### src/hdl/strap_map.vh
// strap_map.vh: register offsets, field positions, reset values and timing
// assumes: included by the strap loader design files on a 40 MHz core clock
`ifndef STRAP_MAP_VH
`define STRAP_MAP_VH

// clock rate and the delayed-start unit
`define CORE_CLK_HZ        40000000
`define DELAY_UNIT_S       10
`define DELAY_UNIT_CYC     (`DELAY_UNIT_S * `CORE_CLK_HZ)

// cycles allowed for the strap synchronisers to flush before sampling
`define SAMPLE_SETTLE_CYC  4'h4

// register offsets (byte addresses, one word each)
`define REG_STATUS         4'h0
`define REG_CONTROL        4'h4
`define REG_DELAY_LEFT     4'h8
`define REG_STRAP_RAW      4'hc

// status register fields
`define ST_WP_BIT          0
`define ST_DELAY_BIT       1
`define ST_HOST_BIT        2
`define ST_PAR_DIS_BIT     3
`define ST_TERM_BIT        4
`define ST_SAMPLED_BIT     5
`define ST_RUN_BIT         6
`define ST_MASTER_BIT      7
`define ST_STATE_LSB       8
`define ST_ID_LSB          12

// control register fields
`define CTL_MASTER_BIT     0
`define CTL_START_BIT      1
`define CTL_RESET_VAL      1'b0

`endif

### src/hdl/spinup_delay.v
// spinup_delay.v: counts a whole number of delay units before spin-up
// assumes: load is a one-cycle pulse on the core clock
module spinup_delay #(
  parameter UNIT_CYC = 400000000
) (
  input  wire       core_clk,   // core clock
  input  wire       arst_n,     // asynchronous reset, active low
  input  wire       clk_en,     // freezes the count while low
  input  wire       load,       // pulse: start a delay of units
  input  wire [3:0] units,      // number of delay units to wait
  output reg        busy,       // high while the delay runs
  output reg        done,       // one-cycle pulse when the delay ends
  output reg  [3:0] units_left  // whole units still to wait
);

  localparam [31:0] UNIT_LAST = UNIT_CYC - 1;

  reg [31:0] cyc_q;

  // a unit counter plus a cycle prescaler; zero units finish at once
  always @(posedge core_clk or negedge arst_n) begin
    if (!arst_n) begin
      cyc_q      <= 32'h0000_0000;
      units_left <= 4'h0;
      busy       <= 1'b0;
      done       <= 1'b0;
    end else if (clk_en) begin
      done <= 1'b0;
      if (load) begin
        cyc_q      <= 32'h0000_0000;
        units_left <= units;
        busy       <= (units != 4'h0);
        done       <= (units == 4'h0);
      end else if (busy) begin
        if (cyc_q == UNIT_LAST) begin
          cyc_q <= 32'h0000_0000;
          if (units_left == 4'h1) begin
            busy <= 1'b0;
            done <= 1'b1;
          end
          units_left <= units_left - 4'h1;
        end else begin
          cyc_q <= cyc_q + 32'h0000_0001;
        end
      end
    end
  end

endmodule

### src/hdl/strap_option_spinup_control.v
// strap_option_spinup_control.v: jumper decoder and spindle start control
// assumes: strap and reference index pins are asynchronous and pass two
// flops; start_unit_req comes from command logic on core_clk
//
// Operation
// - write-protect strap fitted refuses writes to whole medium; absent allows
// - delayed-start strap waits ten seconds times target id before spin-up; ignored when host-start strap is also fitted
// - host-start strap keeps spindle stopped until a Start Unit command
// - without host-start strap spin up at power-on, delayed per strap
// - parity-disable strap turns off parity checking and parity error reports
// - terminator strap asserts on-board terminator enable; default deasserted
// - drive reference index when sync master, else treat it as input
// - one reference index line plus ground shared by all drives
`include "strap_map.vh"

module strap_option_spinup_control #(
  parameter DELAY_UNIT_CYC = `DELAY_UNIT_CYC
) (
  input  wire        core_clk,          // core clock, 40 MHz
  input  wire        arst_n,            // asynchronous reset, active low
  input  wire        clk_en,            // freezes all state while low
  input  wire        strap_wp,          // write-protect jumper fitted
  input  wire        strap_delay,       // delayed-start jumper fitted
  input  wire        strap_host_start,  // wait-for-host jumper fitted
  input  wire        strap_parity_dis,  // parity-disable jumper fitted
  input  wire        strap_term,        // terminator jumper fitted
  input  wire [3:0]  strap_id,          // target id jumpers, bit 0 first
  input  wire        start_unit_req,    // pulse: Start Unit command decoded
  input  wire        write_req,         // medium write request
  input  wire        index_src,         // local spindle index pulse
  input  wire        ref_index_i,       // reference index pin, input side
  input  wire [3:0]  reg_addr,          // register byte address
  input  wire [31:0] reg_wdata,         // register write data
  input  wire        reg_wr,            // write strobe
  input  wire        reg_rd,            // read strobe
  output reg  [31:0] reg_rdata,         // read data, cycle after reg_rd
  output reg         write_protect,     // whole medium write protected
  output reg         write_refused,     // pulse: write request refused
  output reg         parity_check_en,   // bus parity checking on
  output reg         parity_report_en,  // parity error reporting on
  output reg         term_en,           // on-board terminator enable
  output reg  [3:0]  target_id,         // decoded bus target id
  output reg         spindle_run,       // spindle motor start command
  output reg         ref_index_o,       // reference index pin, drive level
  output reg         ref_index_oe,      // reference index pin, drive enable
  output reg         ref_index_rx       // reference index seen from peers
);

  // spin-up sequencer states
  localparam [1:0] S_SAMPLE = 2'h0;
  localparam [1:0] S_HOST   = 2'h1;
  localparam [1:0] S_DELAY  = 2'h2;
  localparam [1:0] S_RUN    = 2'h3;

  wire [8:0] strap_sync_w;
  wire [3:0] units_left_w;
  wire       delay_done_w;
  wire       delay_busy_w;
  wire       ref_in_sync_w;

  reg  [3:0] settle_q;
  reg        sampled_q;
  reg        wp_q;
  reg        delay_q;
  reg        host_q;
  reg        par_dis_q;
  reg        term_q;
  reg  [3:0] id_q;
  reg  [1:0] state_q;
  reg  [1:0] state_d;
  reg        load_q;
  reg        master_q;
  reg        sw_start_q;
  reg        start_seen_q;

  // all strap pins pass the same two-flop synchroniser
  strap_sync #(
    .WIDTH (9)
  ) u_strap_sync (
    .core_clk (core_clk),
    .arst_n   (arst_n),
    .clk_en   (clk_en),
    .async_in ({strap_id, strap_term, strap_parity_dis,
                strap_host_start, strap_delay, strap_wp}),
    .sync_out (strap_sync_w)
  );

  // the reference index is a pin from peers, so it is synchronised too
  strap_sync #(
    .WIDTH (1)
  ) u_ref_sync (
    .core_clk (core_clk),
    .arst_n   (arst_n),
    .clk_en   (clk_en),
    .async_in (ref_index_i),
    .sync_out (ref_in_sync_w)
  );

  // delay unit counter for the id-scaled start
  spinup_delay #(
    .UNIT_CYC (DELAY_UNIT_CYC)
  ) u_delay (
    .core_clk   (core_clk),
    .arst_n     (arst_n),
    .clk_en     (clk_en),
    .load       (load_q),
    .units      (id_q),
    .busy       (delay_busy_w),
    .done       (delay_done_w),
    .units_left (units_left_w)
  );

  // status word, decoded once here and used by the read mux
  function [31:0] status_word;
    input       f_wp;
    input       f_delay;
    input       f_host;
    input       f_par_dis;
    input       f_term;
    input       f_sampled;
    input       f_run;
    input       f_master;
    input [1:0] f_state;
    input [3:0] f_id;
    begin
      status_word = 32'h0000_0000;
      status_word[`ST_WP_BIT]      = f_wp;
      status_word[`ST_DELAY_BIT]   = f_delay;
      status_word[`ST_HOST_BIT]    = f_host;
      status_word[`ST_PAR_DIS_BIT] = f_par_dis;
      status_word[`ST_TERM_BIT]    = f_term;
      status_word[`ST_SAMPLED_BIT] = f_sampled;
      status_word[`ST_RUN_BIT]     = f_run;
      status_word[`ST_MASTER_BIT]  = f_master;
      status_word[`ST_STATE_LSB+1:`ST_STATE_LSB] = f_state;
      status_word[`ST_ID_LSB+3:`ST_ID_LSB]       = f_id;
    end
  endfunction

  // sample straps once, after the synchronisers have flushed; the captured
  // values then ignore any jumper change until the next reset
  always @(posedge core_clk or negedge arst_n) begin
    if (!arst_n) begin
      settle_q  <= 4'h0;
      sampled_q <= 1'b0;
      wp_q      <= 1'b0;
      delay_q   <= 1'b0;
      host_q    <= 1'b0;
      par_dis_q <= 1'b0;
      term_q    <= 1'b0;
      id_q      <= 4'h0;
    end else if (clk_en && !sampled_q) begin
      if (settle_q == `SAMPLE_SETTLE_CYC) begin
        sampled_q <= 1'b1;
        wp_q      <= strap_sync_w[0];
        delay_q   <= strap_sync_w[1];
        host_q    <= strap_sync_w[2];
        par_dis_q <= strap_sync_w[3];
        term_q    <= strap_sync_w[4];
        id_q      <= strap_sync_w[8:5];
      end else begin
        settle_q <= settle_q + 4'h1;
      end
    end
  end

  // control register: sync master select and a software start request;
  // the start bit is a write-one pulse and reads back as zero
  always @(posedge core_clk or negedge arst_n) begin
    if (!arst_n) begin
      master_q   <= `CTL_RESET_VAL;
      sw_start_q <= 1'b0;
    end else if (clk_en) begin
      sw_start_q <= 1'b0;
      if (reg_wr && reg_addr == `REG_CONTROL) begin
        master_q   <= reg_wdata[`CTL_MASTER_BIT];
        sw_start_q <= reg_wdata[`CTL_START_BIT];
      end
    end
  end

  // a start that lands before sampling completes is remembered, not lost
  always @(posedge core_clk or negedge arst_n) begin
    if (!arst_n) begin
      start_seen_q <= 1'b0;
    end else if (clk_en) begin
      if (start_unit_req || sw_start_q) begin
        start_seen_q <= 1'b1;
      end else if (state_q == S_RUN) begin
        start_seen_q <= 1'b0;
      end
    end
  end

  // spin-up sequencer next state
  always @* begin
    state_d = state_q;
    case (state_q)
      S_SAMPLE: begin
        if (sampled_q) begin
          if (host_q) begin
            state_d = S_HOST;
          end else if (delay_q) begin
            state_d = S_DELAY;
          end else begin
            state_d = S_RUN;
          end
        end
      end
      S_HOST: begin
        if (start_seen_q || start_unit_req || sw_start_q) begin
          state_d = S_RUN;
        end
      end
      S_DELAY: begin
        if (delay_done_w) begin
          state_d = S_RUN;
        end
      end
      S_RUN: begin
        state_d = S_RUN;
      end
      default: begin
        state_d = S_SAMPLE;
      end
    endcase
  end

  // sequencer state and the one-cycle load of the delay counter
  always @(posedge core_clk or negedge arst_n) begin
    if (!arst_n) begin
      state_q <= S_SAMPLE;
      load_q  <= 1'b0;
    end else if (clk_en) begin
      state_q <= state_d;
      load_q  <= (state_q == S_SAMPLE) && (state_d == S_DELAY);
    end
  end

  // decoded option outputs, all registered
  always @(posedge core_clk or negedge arst_n) begin
    if (!arst_n) begin
      write_protect    <= 1'b0;
      write_refused    <= 1'b0;
      parity_check_en  <= 1'b1;
      parity_report_en <= 1'b1;
      term_en          <= 1'b0;
      target_id        <= 4'h0;
      spindle_run      <= 1'b0;
    end else if (clk_en) begin
      write_protect    <= wp_q;
      write_refused    <= write_req && wp_q;
      parity_check_en  <= !par_dis_q;
      parity_report_en <= !par_dis_q;
      term_en          <= term_q;
      target_id        <= id_q;
      spindle_run      <= (state_d == S_RUN);
    end
  end

  // reference index: one shared line with ground, daisy chained by peers;
  // only the master drives it, every other drive listens
  always @(posedge core_clk or negedge arst_n) begin
    if (!arst_n) begin
      ref_index_o  <= 1'b0;
      ref_index_oe <= 1'b0;
      ref_index_rx <= 1'b0;
    end else if (clk_en) begin
      ref_index_oe <= master_q;
      ref_index_o  <= master_q && index_src;
      ref_index_rx <= !master_q && ref_in_sync_w;
    end
  end

  // read data stand one cycle after the strobe; unmapped reads give zero
  always @(posedge core_clk or negedge arst_n) begin
    if (!arst_n) begin
      reg_rdata <= 32'h0000_0000;
    end else if (clk_en) begin
      reg_rdata <= 32'h0000_0000;
      if (reg_rd) begin
        case (reg_addr)
          `REG_STATUS: begin
            reg_rdata <= status_word(wp_q, delay_q, host_q, par_dis_q,
                                     term_q, sampled_q, spindle_run,
                                     master_q, state_q, id_q);
          end
          `REG_CONTROL: begin
            reg_rdata <= {31'h0000_0000, master_q};
          end
          `REG_DELAY_LEFT: begin
            reg_rdata <= {27'h000_0000, delay_busy_w, units_left_w};
          end
          `REG_STRAP_RAW: begin
            reg_rdata <= {23'h00_0000, strap_sync_w};
          end
          default: begin
            reg_rdata <= 32'h0000_0000;
          end
        endcase
      end
    end
  end

endmodule

### src/hdl/strap_sync.v
// strap_sync.v: two-flop synchroniser for a group of asynchronous levels
// assumes: inputs are slow levels from pins; no bus coherency across bits
module strap_sync #(
  parameter WIDTH = 1
) (
  input  wire             core_clk, // core clock
  input  wire             arst_n,   // asynchronous reset, active low
  input  wire             clk_en,   // freezes the flops while low
  input  wire [WIDTH-1:0] async_in, // levels from outside the clock domain
  output wire [WIDTH-1:0] sync_out  // levels after two flops
);

  reg [WIDTH-1:0] meta_q;
  reg [WIDTH-1:0] sync_q;

  // first stage feeds only the second stage
  always @(posedge core_clk or negedge arst_n) begin
    if (!arst_n) begin
      meta_q <= {WIDTH{1'b0}};
      sync_q <= {WIDTH{1'b0}};
    end else if (clk_en) begin
      meta_q <= async_in;
      sync_q <= meta_q;
    end
  end

  assign sync_out = sync_q;

endmodule

### config.mk
export PLATFORM = sky130hd
export DESIGN_NAME = strap_option_spinup_control
export DESIGN_NICKNAME = d
export VERILOG_FILES = /design/src/hdl/spinup_delay.v /design/src/hdl/strap_option_spinup_control.v /design/src/hdl/strap_sync.v
export VERILOG_INCLUDE_DIRS = /design/src /design/src/hdl
export SDC_FILE = /design/constraint.sdc
export NUM_CORES = 1
export LEC_CHECK = 0
export ABC_AREA = 0
export BUFFER_PORTS_ARGS = -buffer_cell sky130_fd_sc_hd__buf_4
export CAP_MARGIN = 20
export CORE_UTILIZATION = 50
export CTS_CLUSTER_DIAMETER = 200
export CTS_CLUSTER_SIZE = 40
export DETAILED_ROUTE_END_ITERATION = 6
export PLACE_DENSITY = 0.86
export SLEW_MARGIN = 20
export SYNTH_ARGS = -nofsm -noshare
export SYNTH_HDL_FRONTEND = slang
export SYNTH_SLANG_ARGS = --single-unit
### constraint.sdc
create_clock -name core_clk -period 1.76 [get_ports core_clk]
set_input_delay 0.352 -clock core_clk [delete_from_list [all_inputs] [get_ports core_clk]]
set_output_delay 0.352 -clock core_clk [all_outputs]
set_load 0.01 [all_outputs]
==> metrics.csv <==
metric,value,unit
outcome,"finished, violations left",
failing checks,negative setup slack,
H-Tree Depth,3,
Die H,102,um
GRT Util Overall,0.236,
worst setup margin,-0.222,ns
crit-path cells,or4_4 -> or3_4 -> nor3_4 -> buf_6 -> a31oi_1 -> a21oi_1,
number of synthesized register bits,104,
initial antenna violation count,0,
root buffer cell,clkbuf_8,
clk_lat worst skew,0.39,ns
Buf/Inv on CP,1,
area of all placed cells without fillers,6060,sq um
Worst Skew,0.0194,ns
Initial Utilization,0.526,
start of the worst register-to-register path,u_delay.cyc_q[14],
final setup fails,38,
gpl congestion,0.866,
max-slew violation count,0,
Post-layout nets,620,
first-pass GRT wire length,18.7,mm
drt initial violations,336,
Area contributors post-synth,"dfrtp_1 (52%), mux2_2 (8.4%), xor2_1 (3.9%)",
fmax,0.505,GHz
Crit path arrival time,2.30,ns
fin crit share,1.13,
HP Start,strap_delay,
minimum clock period,1.98,ns
worst setup path startpoint,u_delay.cyc_q[14],
largest stage delay on the critical path,0.54,ns
sequential area share after synthesis,0.526,
largest net degree at the start of global routing,52,
CP Class,reg -> reg,
Max-Cap Viols,0,
final hold vios,0,
Crit path max-delay family,simple AND/OR/NAND/NOR gates,
Port Buffers,50,
Syn Inst Count,466,
Die Width,102,um
CORE AREA,9420,sq um
drt pass-1 iters,5,
top-area cell type share of the netlist area,0.521,
critical path endpoint category,register,
# IOs,99,
Routed WL per cell,16.3,um
LEAKAGE,2.82,nW
vias in the first global route,3813,
GR peak layer,met2,
DR DRC count,0,
RSZ-0062 raised after global routing,yes,
area grow syn2layout,22.4,%
Critical-path top delay cell,or4_4,
Routed Antenna Nets,0,
CTS max path bufs,2,
Mapped Area,4950,sq um
Hold Crit Class,in -> reg,
CTS tree,yes,
final wirelength,11.3,mm
maximum fanout along the worst path,4,
Power Density,1060,nW/um^2
Placed Area,5710,sq um
Worst R2R End,u_delay.done,
async set-or-reset flop fraction in the synthesized netlist,1.00,
"CTS clk-pin slew, worst paths",0.12,ns
R2R cell count,6,
met2 GRT Util,0.391,
r2r setup slk,-0.22,ns
Num CTS Buffers,9,
Vias/cell,5.58,
Ant. Diodes,0,
grt ovf,0,
startpoint types,register,
dominant synthesized flop cell,dfrtp_1,
Post-Syn Area per Cell,10.6,sq um
clock sink count,104,
GR Util met1,0.304,
critical path data required time,2.07,ns
Worst-Margin Slew,0.634,ns
worst vdd ir,0.765,mV
via count,3881,
distinct cell type count after synthesis,54,
met3 Use GR,0.0449,
number of synthesized flops with an enable pin,0,
Yosys top cell by area,dfrtp_1,
hold path cells,2,
Hold Path End,u_strap_sync.meta_q[1],
Synth top cells by count,"dfrtp_1 (103), nor2_1 (42), mux2_2 (37)",
slew margin rel.,0.574,
final core utilization,0.643,
YS warnings,0,
Die Area,10300,sq um
"count leader, synth",dfrtp_1,
std cell rows,35,
layout cell share with drive strength beyond 1,0.313,
HPWL Detailed,7.75,mm
## layer usage
metal  vias to the layer above  part of all wire
met5                         -                 0
li1                       1780                 -
met3                        39             0.053
met4                         0             0.032
met2                       162              0.50
met1                      1900              0.42
## registers in the layout, summed over array words and instances, names as in the netlist, 2 cells and up
signal and flops:
state_q 2, u_strap_sync.sync_out 9, u_delay.units_left 4, id_q 4, settle_q 4, target_id 4
u_delay.cyc_q 32, reg_rdata 14, u_strap_sync.meta_q 9
## worst max path at each step
stage                                       end  cells after the start  slack, ns
final                              u_delay.done                      6      -0.22
after detailed placement  u_delay.units_left[1]                      5      -0.25
after CTS                 u_delay.units_left[3]                      6      -0.25
after global routing               u_delay.busy                      6      -0.26
after global placement    u_delay.units_left[1]                      5      -0.19
after floorplan           u_delay.units_left[1]                      6      -0.19
## area by class of cell
cell class / instances / area [sq um]
clock buffer: 9 / 124
tap: 129 / 161
clock inverter: 7 / 76.3
sequential: 104 / 2600
fill: 668 / 3360
multi-input combinational: 309 / 2120
inverter: 32 / 120
timing repair buffer: 105 / 848
## through the flow
step / std cells / setup WS (ns) / TNS, ns / power (mW) / hold slack (ns)
after floorplan: 483 / -0.194 / -4.03 / 4.11 / 0.0564
after global placement: 668 / -0.189 / -2.99 / 4.66 / 0.227
after detailed placement: 668 / -0.254 / -5.37 / 4.79 / 0.230
after CTS: 688 / -0.246 / -6.97 / 6.34 / 0.182
after global routing: 695 / -0.261 / -8.63 / 6.75 / 0.183
final: 695 / -0.222 / -6.75 / 6.42 / 0.186
## report_power, final
| part | internal (mW) | total, mW | switching (mW) |
|---|---|---|---|
| clock | 0.572 | 1.51 | 0.942 |
| sequential | 2.85 | 3.31 | 0.458 |
| combinational | 0.846 | 1.59 | 0.744 |
## cells in the final DEF (no fill, tap or decap), types with 4 or more instances in the layout
cell type,synthesis,layout
o21ai_0,24,22
buf_12,0,4
nor2_1,42,42
nand3_1,9,8
o22ai_1,10,10
nand2_1,31,31
ha_1,5,5
mux2_2,37,37
nand4_1,23,23
nor3_1,6,5
dfrtp_1,103,103
buf_4,19,98
inv_1,32,31
clkbuf_8,0,9
conb_1,1,18
a31oi_1,4,4
a22oi_1,8,8
xnor2_1,8,8
a21oi_1,7,6
and3_1,6,6
xor2_1,22,22
## cells by family (layout without fill, tap and decap cells)
family,count (synthesis),after routing,synth area share
DFF,104,104,0.526
AOI/OAI and AO/OA,67,67,0.0836
xor gates and xnor gates,30,30,0.0531
muxes,40,40,0.0930
adders and majority gates,5,5,0.0126
other,1,18,0.000757
and+or+nand+nor,149,149,0.161
buffers and inverters,70,153,0.0697
## timing repair
action                     4_1_cts  5_1_grt
hold buffers                     1        0
cloned                           0        1
setup buffers                    3        6
pin swaps                        4        4
setup endpoints to repair       38       45
hold endpoints to repair        13        0
gates resized for setup          9        7
Note: power is estimated with default switching activity, not from simulation.
